==> config.mk <==
export PLATFORM = sky130hd
export DESIGN_NAME = pbt_totalizer
export DESIGN_NICKNAME = d
export VERILOG_FILES = /design/src/design/pbt_pkg.sv /design/src/design/pbt_totalizer.sv
export SDC_FILE = /design/constraint.sdc
export NUM_CORES = 1
export LEC_CHECK = 0
export BUFFER_PORTS_ARGS = -buffer_cell sky130_fd_sc_hd__buf_2
export CORE_MARGIN = 5
export CORE_UTILIZATION = 40
export DETAILED_ROUTE_END_ITERATION = 6
export MAX_ROUTING_LAYER = met4
export SLEW_MARGIN = 5
export SYNTH_ARGS = -nofsm -noshare
export SYNTH_HDL_FRONTEND = slang
export SYNTH_SLANG_ARGS = --single-unit
==> constraint.sdc <==
create_clock -name sys_clk_i -period 19.09 [get_ports sys_clk_i]
set_input_delay 0.9545 -clock sys_clk_i [delete_from_list [all_inputs] [get_ports sys_clk_i]]
set_output_delay 0.9545 -clock sys_clk_i [all_outputs]
set_load 0.05 [all_outputs]
==> src/design/pbt_pkg.sv <==
/*
  Constants and carrier types for the process batch totalizer.
  Assumes a 10 MHz system clock and an external wall-clock source.
*/
// Overview of operation
// - Up counting starts at the start value and advances toward the target.
// - With rollover on, reaching target reloads the total with the start value.
// - With rollover off, reaching target halts counting, total held at target.
// - With rollover on, each target hit gives a two-second rollover pulse.
// - With rollover off, rollover output rises at target and holds until clear.
// - Keep-previous restore policy resumes the running or halted state held before.
// - Halt policy stays halted after restore; run policy resumes from saved total.
// - Run input rising edge starts, falling edge stops; levels do nothing.
// - Clear input rising edge loads the total with the start value.
// - Warning output activates when the total reaches the intermediate value.
// - Snapshot input rising edge emits the current total as a log record.
// - Periodic log records align to minutes past the hour, to hours of the day divisible by the period, or to midnight.
// - Analog source accumulates pulses at a rate proportional to the value.
// - Digital source counts each off-to-on transition.
// - Each digital transition changes the total by the configured pulse weight.
// - Analog accumulation is suppressed while the value is below the cut-off.
package pbt_pkg;

  // ==========================================================================
  // Widths and timing
  localparam int TOT_W        = 40;
  localparam int WGT_W        = 27;
  localparam int ANA_W        = 16;
  localparam int CLK_PERIOD_NS = 100;
  localparam int TICK_TIME_NS = 1000000000;
  localparam int TICK_CYC     = TICK_TIME_NS / CLK_PERIOD_NS;
  localparam int ROLL_PULSE_S = 2;

  // ==========================================================================
  // Reset values
  localparam logic [TOT_W-1:0] TOTAL_RST = 40'h00_0000_0000;
  localparam logic [ANA_W-1:0] PHASE_RST = 16'h0000;

  // ==========================================================================
  // Modes
  typedef enum logic [1:0] {PBT_RESTORE_LAST, PBT_RESTORE_HALT, PBT_RESTORE_RUN} pbt_restore_t;

  typedef enum logic [3:0] {
    PBT_LOG_OFF, PBT_LOG_5M, PBT_LOG_10M, PBT_LOG_15M, PBT_LOG_20M, PBT_LOG_30M, PBT_LOG_60M,
    PBT_LOG_2H, PBT_LOG_3H, PBT_LOG_4H, PBT_LOG_8H, PBT_LOG_12H, PBT_LOG_24H
  } pbt_period_t;

  typedef struct packed {
    logic [TOT_W-1:0] start_val;
    logic [TOT_W-1:0] target_val;
    logic [TOT_W-1:0] inter_val;
    logic [WGT_W-1:0] weight;
    logic [ANA_W-1:0] cutoff;
    logic             count_down;
    logic             wrap_en;
    logic             src_digital;
    pbt_restore_t     restore;
    pbt_period_t      log_period;
  } pbt_cfg_t;

  typedef struct packed {
    logic [4:0] hour;
    logic [5:0] minute;
    logic [5:0] second;
  } pbt_wall_t;

  typedef struct packed {
    logic             valid;
    logic             periodic;
    logic [TOT_W-1:0] total;
  } pbt_log_t;

endpackage

==> src/design/pbt_totalizer.sv <==
/*
  Batch totalizer core for one recording channel.
  Assumes all inputs synchronous to sys_clk_i and configuration held stable by software.
*/
`timescale 1ns/100ps
module pbt_totalizer #(
  parameter int TICK_CYC = pbt_pkg::TICK_CYC
) (
  input  wire logic                        sys_clk_i,
  input  wire logic                        resetn_i,
  input  wire logic                        ce_i,
  input  wire pbt_pkg::pbt_cfg_t           cfg_i,
  input  wire pbt_pkg::pbt_wall_t          wall_i,
  input  wire logic [pbt_pkg::ANA_W-1:0]   analog_i,
  input  wire logic                        digital_i,
  input  wire logic                        run_i,
  input  wire logic                        clear_i,
  input  wire logic                        snap_i,
  input  wire logic                        restore_i,
  output logic [pbt_pkg::TOT_W-1:0]        total_o,
  output logic                             running_o,
  output logic                             rollover_o,
  output logic                             warn_o,
  output pbt_pkg::pbt_log_t                log_o
);

  // ==========================================================================
  // Helpers
  localparam int ROLL_CYC = pbt_pkg::ROLL_PULSE_S * TICK_CYC;

  function automatic logic aligned(input pbt_pkg::pbt_period_t p, input pbt_pkg::pbt_wall_t w);
    logic hr0;
    hr0 = (w.minute == 6'h00);
    case (p)
      pbt_pkg::PBT_LOG_5M:  aligned = (w.minute % 6'd5) == 6'h00;
      pbt_pkg::PBT_LOG_10M: aligned = (w.minute % 6'd10) == 6'h00;
      pbt_pkg::PBT_LOG_15M: aligned = (w.minute % 6'd15) == 6'h00;
      pbt_pkg::PBT_LOG_20M: aligned = (w.minute % 6'd20) == 6'h00;
      pbt_pkg::PBT_LOG_30M: aligned = (w.minute % 6'd30) == 6'h00;
      pbt_pkg::PBT_LOG_60M: aligned = hr0;
      pbt_pkg::PBT_LOG_2H:  aligned = hr0 && ((w.hour % 5'd2) == 5'h00);
      pbt_pkg::PBT_LOG_3H:  aligned = hr0 && ((w.hour % 5'd3) == 5'h00);
      pbt_pkg::PBT_LOG_4H:  aligned = hr0 && ((w.hour % 5'd4) == 5'h00);
      pbt_pkg::PBT_LOG_8H:  aligned = hr0 && ((w.hour % 5'd8) == 5'h00);
      pbt_pkg::PBT_LOG_12H: aligned = hr0 && ((w.hour % 5'd12) == 5'h00);
      pbt_pkg::PBT_LOG_24H: aligned = hr0 && (w.hour == 5'h00);
      default:              aligned = 1'b0;
    endcase
  endfunction

  // ==========================================================================
  // State
  logic                       armed_q;
  logic                       run_prev_q;
  logic                       clr_prev_q;
  logic                       snap_prev_q;
  logic                       dig_prev_q;
  logic [pbt_pkg::ANA_W-1:0]  phase_q;
  logic [31:0]                tick_cnt_q;
  logic [31:0]                roll_cnt_q;
  logic [5:0]                 last_min_q;

  // ==========================================================================
  // Edge and pulse decode
  // Edges wait one enabled cycle after reset so a level present at release is not taken as an edge
  wire run_rise  = armed_q && run_i && !run_prev_q;
  wire run_fall  = armed_q && !run_i && run_prev_q;
  wire clr_rise  = armed_q && clear_i && !clr_prev_q;
  wire snap_rise = armed_q && snap_i && !snap_prev_q;
  wire dig_rise  = armed_q && digital_i && !dig_prev_q;

  wire [pbt_pkg::ANA_W:0] phase_sum = {1'b0, phase_q} + {1'b0, analog_i};
  wire above_cut  = analog_i >= cfg_i.cutoff;
  wire ana_pulse  = phase_sum[pbt_pkg::ANA_W] && above_cut;
  wire cnt_pulse  = cfg_i.src_digital ? dig_rise : ana_pulse;
  wire step       = running_o && cnt_pulse;

  wire [pbt_pkg::TOT_W:0] inc     = {{(pbt_pkg::TOT_W-pbt_pkg::WGT_W+1){1'b0}}, cfg_i.weight};
  wire [pbt_pkg::TOT_W:0] up_sum  = {1'b0, total_o} + inc;
  wire [pbt_pkg::TOT_W:0] dn_dif  = {1'b0, total_o} - inc;
  wire                    up_hit  = up_sum >= {1'b0, cfg_i.target_val};
  wire                    dn_hit  = dn_dif[pbt_pkg::TOT_W] || (dn_dif <= {1'b0, cfg_i.target_val});
  // Clear in the same cycle wins, so no hit, halt or rollover comes with it
  wire                    hit     = step && !clr_rise && (cfg_i.count_down ? dn_hit : up_hit);
  wire [pbt_pkg::TOT_W-1:0] stepped = cfg_i.count_down ? dn_dif[pbt_pkg::TOT_W-1:0]
                                                       : up_sum[pbt_pkg::TOT_W-1:0];
  wire [pbt_pkg::TOT_W-1:0] hit_val = cfg_i.wrap_en ? cfg_i.start_val : cfg_i.target_val;

  logic [pbt_pkg::TOT_W-1:0] total_d;
  assign total_d = clr_rise ? cfg_i.start_val : hit ? hit_val : step ? stepped : total_o;

  wire halted_hit = hit && !cfg_i.wrap_en;
  wire warn_d = cfg_i.count_down ? (total_d <= cfg_i.inter_val) : (total_d >= cfg_i.inter_val);

  wire tick     = tick_cnt_q == 32'(TICK_CYC - 1);
  wire per_log  = tick && (wall_i.second == 6'h00) && (last_min_q != wall_i.minute)
                  && aligned(cfg_i.log_period, wall_i);

  logic running_d;
  always_comb
  begin
    running_d = running_o;
    if (restore_i)
    begin
      case (cfg_i.restore)
        pbt_pkg::PBT_RESTORE_HALT: running_d = 1'b0;
        pbt_pkg::PBT_RESTORE_RUN:  running_d = 1'b1;
        default:                   running_d = running_o;
      endcase
    end
    else if (halted_hit)
      running_d = 1'b0;
    else if (run_rise)
      running_d = 1'b1;
    else if (run_fall)
      running_d = 1'b0;
  end

  // ==========================================================================
  // Registers
  always_ff @(posedge sys_clk_i or negedge resetn_i)
  begin
    if (!resetn_i)
    begin
      armed_q     <= 1'b0;
      run_prev_q  <= 1'b0;
      clr_prev_q  <= 1'b0;
      snap_prev_q <= 1'b0;
      dig_prev_q  <= 1'b0;
      phase_q     <= pbt_pkg::PHASE_RST;
      total_o     <= pbt_pkg::TOTAL_RST;
      running_o   <= 1'b0;
      warn_o      <= 1'b0;
    end
    else if (ce_i)
    begin
      armed_q     <= 1'b1;
      run_prev_q  <= run_i;
      clr_prev_q  <= clear_i;
      snap_prev_q <= snap_i;
      dig_prev_q  <= digital_i;
      phase_q     <= phase_sum[pbt_pkg::ANA_W-1:0];
      total_o     <= total_d;
      running_o   <= running_d;
      warn_o      <= warn_d;
    end
  end

  // Restore leaves the total alone: the saved value is simply kept
  always_ff @(posedge sys_clk_i or negedge resetn_i)
  begin
    if (!resetn_i)
    begin
      tick_cnt_q <= 32'h0000_0000;
      roll_cnt_q <= 32'h0000_0000;
      rollover_o <= 1'b0;
      last_min_q <= 6'h3F;
    end
    else if (ce_i)
    begin
      tick_cnt_q <= tick ? 32'h0000_0000 : tick_cnt_q + 32'h0000_0001;
      if (hit && cfg_i.wrap_en)
      begin
        roll_cnt_q <= 32'(ROLL_CYC - 1);
        rollover_o <= 1'b1;
      end
      else if (halted_hit)
        rollover_o <= 1'b1;
      else if (clr_rise)
      begin
        roll_cnt_q <= 32'h0000_0000;
        rollover_o <= 1'b0;
      end
      else if (roll_cnt_q != 32'h0000_0000)
        roll_cnt_q <= roll_cnt_q - 32'h0000_0001;
      else if (cfg_i.wrap_en)
        rollover_o <= 1'b0;
      // Minute seen at every tick: hourly periods repeat the same minute value
      if (tick)
        last_min_q <= wall_i.minute;
    end
  end

  // Snapshot wins the slot when both occur; the periodic record is dropped and the one record is marked non-periodic
  always_ff @(posedge sys_clk_i or negedge resetn_i)
  begin
    if (!resetn_i)
      log_o <= '0;
    else if (ce_i)
    begin
      log_o.valid    <= snap_rise || per_log;
      log_o.periodic <= per_log && !snap_rise;
      log_o.total    <= total_o;
    end
    else
      log_o.valid <= 1'b0;
  end

  // ==========================================================================
  // Checks
  property p_clear;
    @(posedge sys_clk_i) disable iff (!resetn_i) ce_i && clr_rise |=> total_o == $past(cfg_i.start_val);
  endproperty
  a_clear: assert property (p_clear) else $error("clear did not load start");

  property p_wrap;
    @(posedge sys_clk_i) disable iff (!resetn_i)
      ce_i && hit && cfg_i.wrap_en && !clr_rise |=> total_o == $past(cfg_i.start_val) && rollover_o;
  endproperty
  a_wrap: assert property (p_wrap) else $error("wrap did not reload start");

  property p_halt;
    @(posedge sys_clk_i) disable iff (!resetn_i)
      ce_i && halted_hit && !clr_rise |=> total_o == $past(cfg_i.target_val) && !running_o && rollover_o;
  endproperty
  a_halt: assert property (p_halt) else $error("halt at target failed");

  property p_roll_hold;
    @(posedge sys_clk_i) disable iff (!resetn_i)
      rollover_o && !cfg_i.wrap_en && !(ce_i && clr_rise) |=> rollover_o;
  endproperty
  a_roll_hold: assert property (p_roll_hold) else $error("latched rollover dropped");

  property p_roll_len;
    @(posedge sys_clk_i) disable iff (!resetn_i)
      roll_cnt_q != 32'h0000_0000 |-> rollover_o;
  endproperty
  a_roll_len: assert property (p_roll_len) else $error("rollover pulse ended early");

  property p_run;
    @(posedge sys_clk_i) disable iff (!resetn_i)
      ce_i && run_rise && !restore_i && !halted_hit |=> running_o;
  endproperty
  a_run: assert property (p_run) else $error("run edge did not start");

  property p_stop;
    @(posedge sys_clk_i) disable iff (!resetn_i) ce_i && run_fall && !restore_i |=> !running_o;
  endproperty
  a_stop: assert property (p_stop) else $error("run fall did not stop");

  property p_snap;
    @(posedge sys_clk_i) disable iff (!resetn_i)
      ce_i && snap_rise |=> log_o.valid && !log_o.periodic && log_o.total == $past(total_o);
  endproperty
  a_snap: assert property (p_snap) else $error("snapshot record missing");

  property p_cut;
    @(posedge sys_clk_i) disable iff (!resetn_i)
      ce_i && !cfg_i.src_digital && !above_cut && !clr_rise |=> $stable(total_o);
  endproperty
  a_cut: assert property (p_cut) else $error("counted below cut-off");

  property p_restore;
    @(posedge sys_clk_i) disable iff (!resetn_i)
      ce_i && restore_i && cfg_i.restore == pbt_pkg::PBT_RESTORE_LAST |=> running_o == $past(running_o);
  endproperty
  a_restore: assert property (p_restore) else $error("keep-previous restore changed state");

endmodule

==> flow_metrics.py <==
metrics = {
    "status": {
        "status": "finished, final reports clean",
    },
    "sta": {
        "slew_headroom_pct": 26.0,
        "timing.final.crit_share_pct": 52.5,
        "hold_viol_final": 0,
        "finalSetupViolations": 0,
        "min_period_ns": 10.02,
        "fmax_mhz": 99.8,
        "tns_ns": 0,
        "maxSlewViolCount": 0,
        "skew_ns": 0.0199,
        "rsz0062_at_grt": "no",
        "tightest_slew_ns": 1.11,
    },
    "synthesis": {
        "ys_ff_latch": 176,
        "synth.yosys.seq_area_share_pct": 23.7,
        "synth-edff-count": 0,
        "yosysMostFrequentCell": "ha_1",
        "muxShareOfSynthArea_pct": 7.41,
        "avgSynthCellArea_um2": 8.11,
        "synth_top_family_by_area": "compound AO/OA/AOI/OAI gates",
        "synth_compound_area_share_pct": 22.1,
        "synth_top_area_share_pct": 22.8,
        "synth_commonest_cells": "ha_1, inv_1, nor2_1, a21oi_1, dfrtp_1",
        "synth-warning-count": 0,
        "synth_ff_type": "dfrtp_1",
        "synthesis.area_um2": 18700,
        "synth_simple_gate_area_share_pct": 18.7,
        "synth_cells": 2299,
        "yosys.area.top_type": "dfrtp_1",
        "synth_fa_ha_area_share_pct": 14.9,
        "async_reset_ff_share_pct": 100,
        "syn_nets": 2733,
        "synthDistinctLibCells": 89,
        "ys_top_cells_by_area": "dfrtp_1, ha_1, mux2_2",
        "synth_xor_area_share_pct": 6.62,
    },
    "setup_path": {
        "crit_slowest_cell": "a21o_2",
        "cp_common_cell": "a21oi_1",
        "cpPeakStageDelay_ns": 0.66,
        "endpoint_kind": "flip-flop",
        "cp.arrival_ns": 10.41,
        "start_kind": "input pin",
        "path_max_fanout": 33,
        "worst-setup-path-type": "input pin to flip-flop",
        "critPathRequiredTime_ns": 19.48,
    },
    "place": {
        "gp_congestion": 1.00,
        "hpwl_um": 56000,
        "io_buffers": 297,
        "place_inst": 3106,
    },
    "global_routing": {
        "grt_first_pass_wirelength_um": 108000,
        "gr-total-overflow": 0,
        "grt_max_degree": 76,
        "grtUsageTotal_pct": 28.0,
        "antenna_found_initial": 12,
        "grt_pass1_vias": 18600,
    },
    "pwr": {
        "p_leak_nw": 9.72,
        "ir_worst_vdd_uv": 81.0,
        "power_density_nw_per_um2": 142,
    },
    "routing": {
        "vias_per_cell": 5.89,
        "ant_nets": 0,
        "totalWireLength_um": 70600,
        "via_count": 18500,
        "dr.pass1.iters": 5,
        "wire_per_inst_um": 22.4,
        "drc": 0,
        "drt_iter0_drc": 1113,
    },
    "cells_and_area": {
        "multi_input_area_um2": 13000,
        "seq_area_um2": 4410,
        "nets": 2952,
        "fin_cells": 3150,
        "drive_gt1_share_pct": 19.0,
        "fillers": 4679,
        "area_delta_synth_final_pct": 13.4,
    },
    "clock_tree": {
        "cts-root-buf": "clkbuf_16",
        "cts.sinks": 176,
        "post_cts_resized": 0,
        "post_cts_buffers": 0,
        "clk_latency_ns": 0.50,
        "cts_max_level": 4,
        "cts_tree": "yes",
        "cts_hold_buf": 0,
        "clock_path_buffers": 2,
        "cts_inserted_buffers": 17,
        "clk_pin_slew_ns": 0.08,
    },
    "floorplanning": {
        "ios": 298,
        "dieArea_um2": 51000,
        "die_h_um": 226,
        "rows": 79,
        "core-area_um2": 46400,
        "start_util_pct": 40.2,
        "fp.dieW_um": 226,
    },
    "min_path": {
        "worst_hold_path_type": "input pin to async pin",
    },
    "job": {
        "cap_violations": 0,
    },
}
[flip-flops by register name (all words and copies together) (netlist names)]
register / flops
roll_cnt_q: 32
dig_prev_q: 1
warn_o: 1
snap_prev_q: 1
last_min_q: 6
total_o: 40
clr_prev_q: 1
phase_q: 16
run_prev_q: 1
running_o: 1
log_o: 42
tick_cnt_q: 32
rollover_o: 1
armed_q: 1
[cell families after synthesis]
kind of cell	after synthesis
AND/OR/NAND/NOR	693
AO/OA/AOI/OAI	631
flip-flops	176
XOR/XNOR	141
adder cells (fa/ha/maj)	221
multiplexers	126
buffers and inverters	311
[per-layer routing]
| metal | GRT usage, % | up-vias | share of wire [%] |
|---|---|---|---|
| met4 | 12.6 | 0 | 5.1 |
| met2 | 44.4 | 704 | 46 |
| met3 | 6.08 | 148 | 7.3 |
| li1 | - | 8797 | - |
| met5 | - | - | 0 |
| met1 | 34.3 | 8898 | 42 |
[worst paths after layout]
check / startpoint / to / slack, ns / cells after the start
max in group asynchronous: resetn_i / tick_cnt_q[10]$_DFFE_PN0P_ / 17.30 / 2
worst min register to register: tick_cnt_q[31]$_DFFE_PN0P_ / tick_cnt_q[31]$_DFFE_PN0P_ / 0.48 / 1
worst min-delay path: resetn_i / log_o[19]$_DFFE_PN0P_ / 0.42 / 1
min in group sys_clk_i: tick_cnt_q[31]$_DFFE_PN0P_ / tick_cnt_q[31]$_DFFE_PN0P_ / 0.48 / 1
worst max-delay path: cfg_i[34] / warn_o$_DFFE_PN0P_ / 9.07 / 37
worst max register to register: total_o[9]$_DFFE_PN0P_ / warn_o$_DFFE_PN0P_ / 9.19 / 35
[through the flow]
step                total power (W)  setup slack [ns]  hold slack, ns  utilization, %  area (µm²)
floorplan                   0.00205             11.39           0.447               -       18700
global placement            0.00260              8.63           0.469            44.3       20600
detailed placement          0.00262              8.72           0.469            44.3       20600
CTS                         0.00299              9.21           0.405            45.6       21100
global route                0.00322              8.68           0.427            45.6       21200
finish                      0.00300              9.07           0.416            45.6       21200
[final cells by class]
type	instances	share of cell area, %
multi-input cells	1812	61.5
repair buffers	313	7.65
diodes	12	0.142
flip-flops and latches	176	20.9
inverters	198	3.51
well taps	607	3.59
clock inverters	14	0.680
clock buffers	18	2.03
[cells in the final DEF (no fill, tap or decap), types with 51 or more instances in the layout]
cell type    n
ha_1       218
nor3_1      51
nand3_1     65
xnor2_1    107
nor2_1     186
dfrtp_1    170
mux2_2      96
buf_2      295
inv_1      193
nand2_1    147
o21ai_0    138
a21oi_1    176
[report_power, final]
part | total (W) | internal, W | switching, W
registers | 0.000641 | 0.000484 | 0.000158
clock network | 0.000360 | 0.000173 | 0.000187
logic | 0.00200 | 0.000729 | 0.00127
[worst max-delay path, delay by kind of cell]
kind	cells	cell delay, ns
compound gates	17	5.07
buf+inv	3	0.59
fa+ha+maj	3	1.13
simple gates	12	2.31
xor+xnor	1	0.10
mux	1	0.22
(Power assumes the default switching activity.)
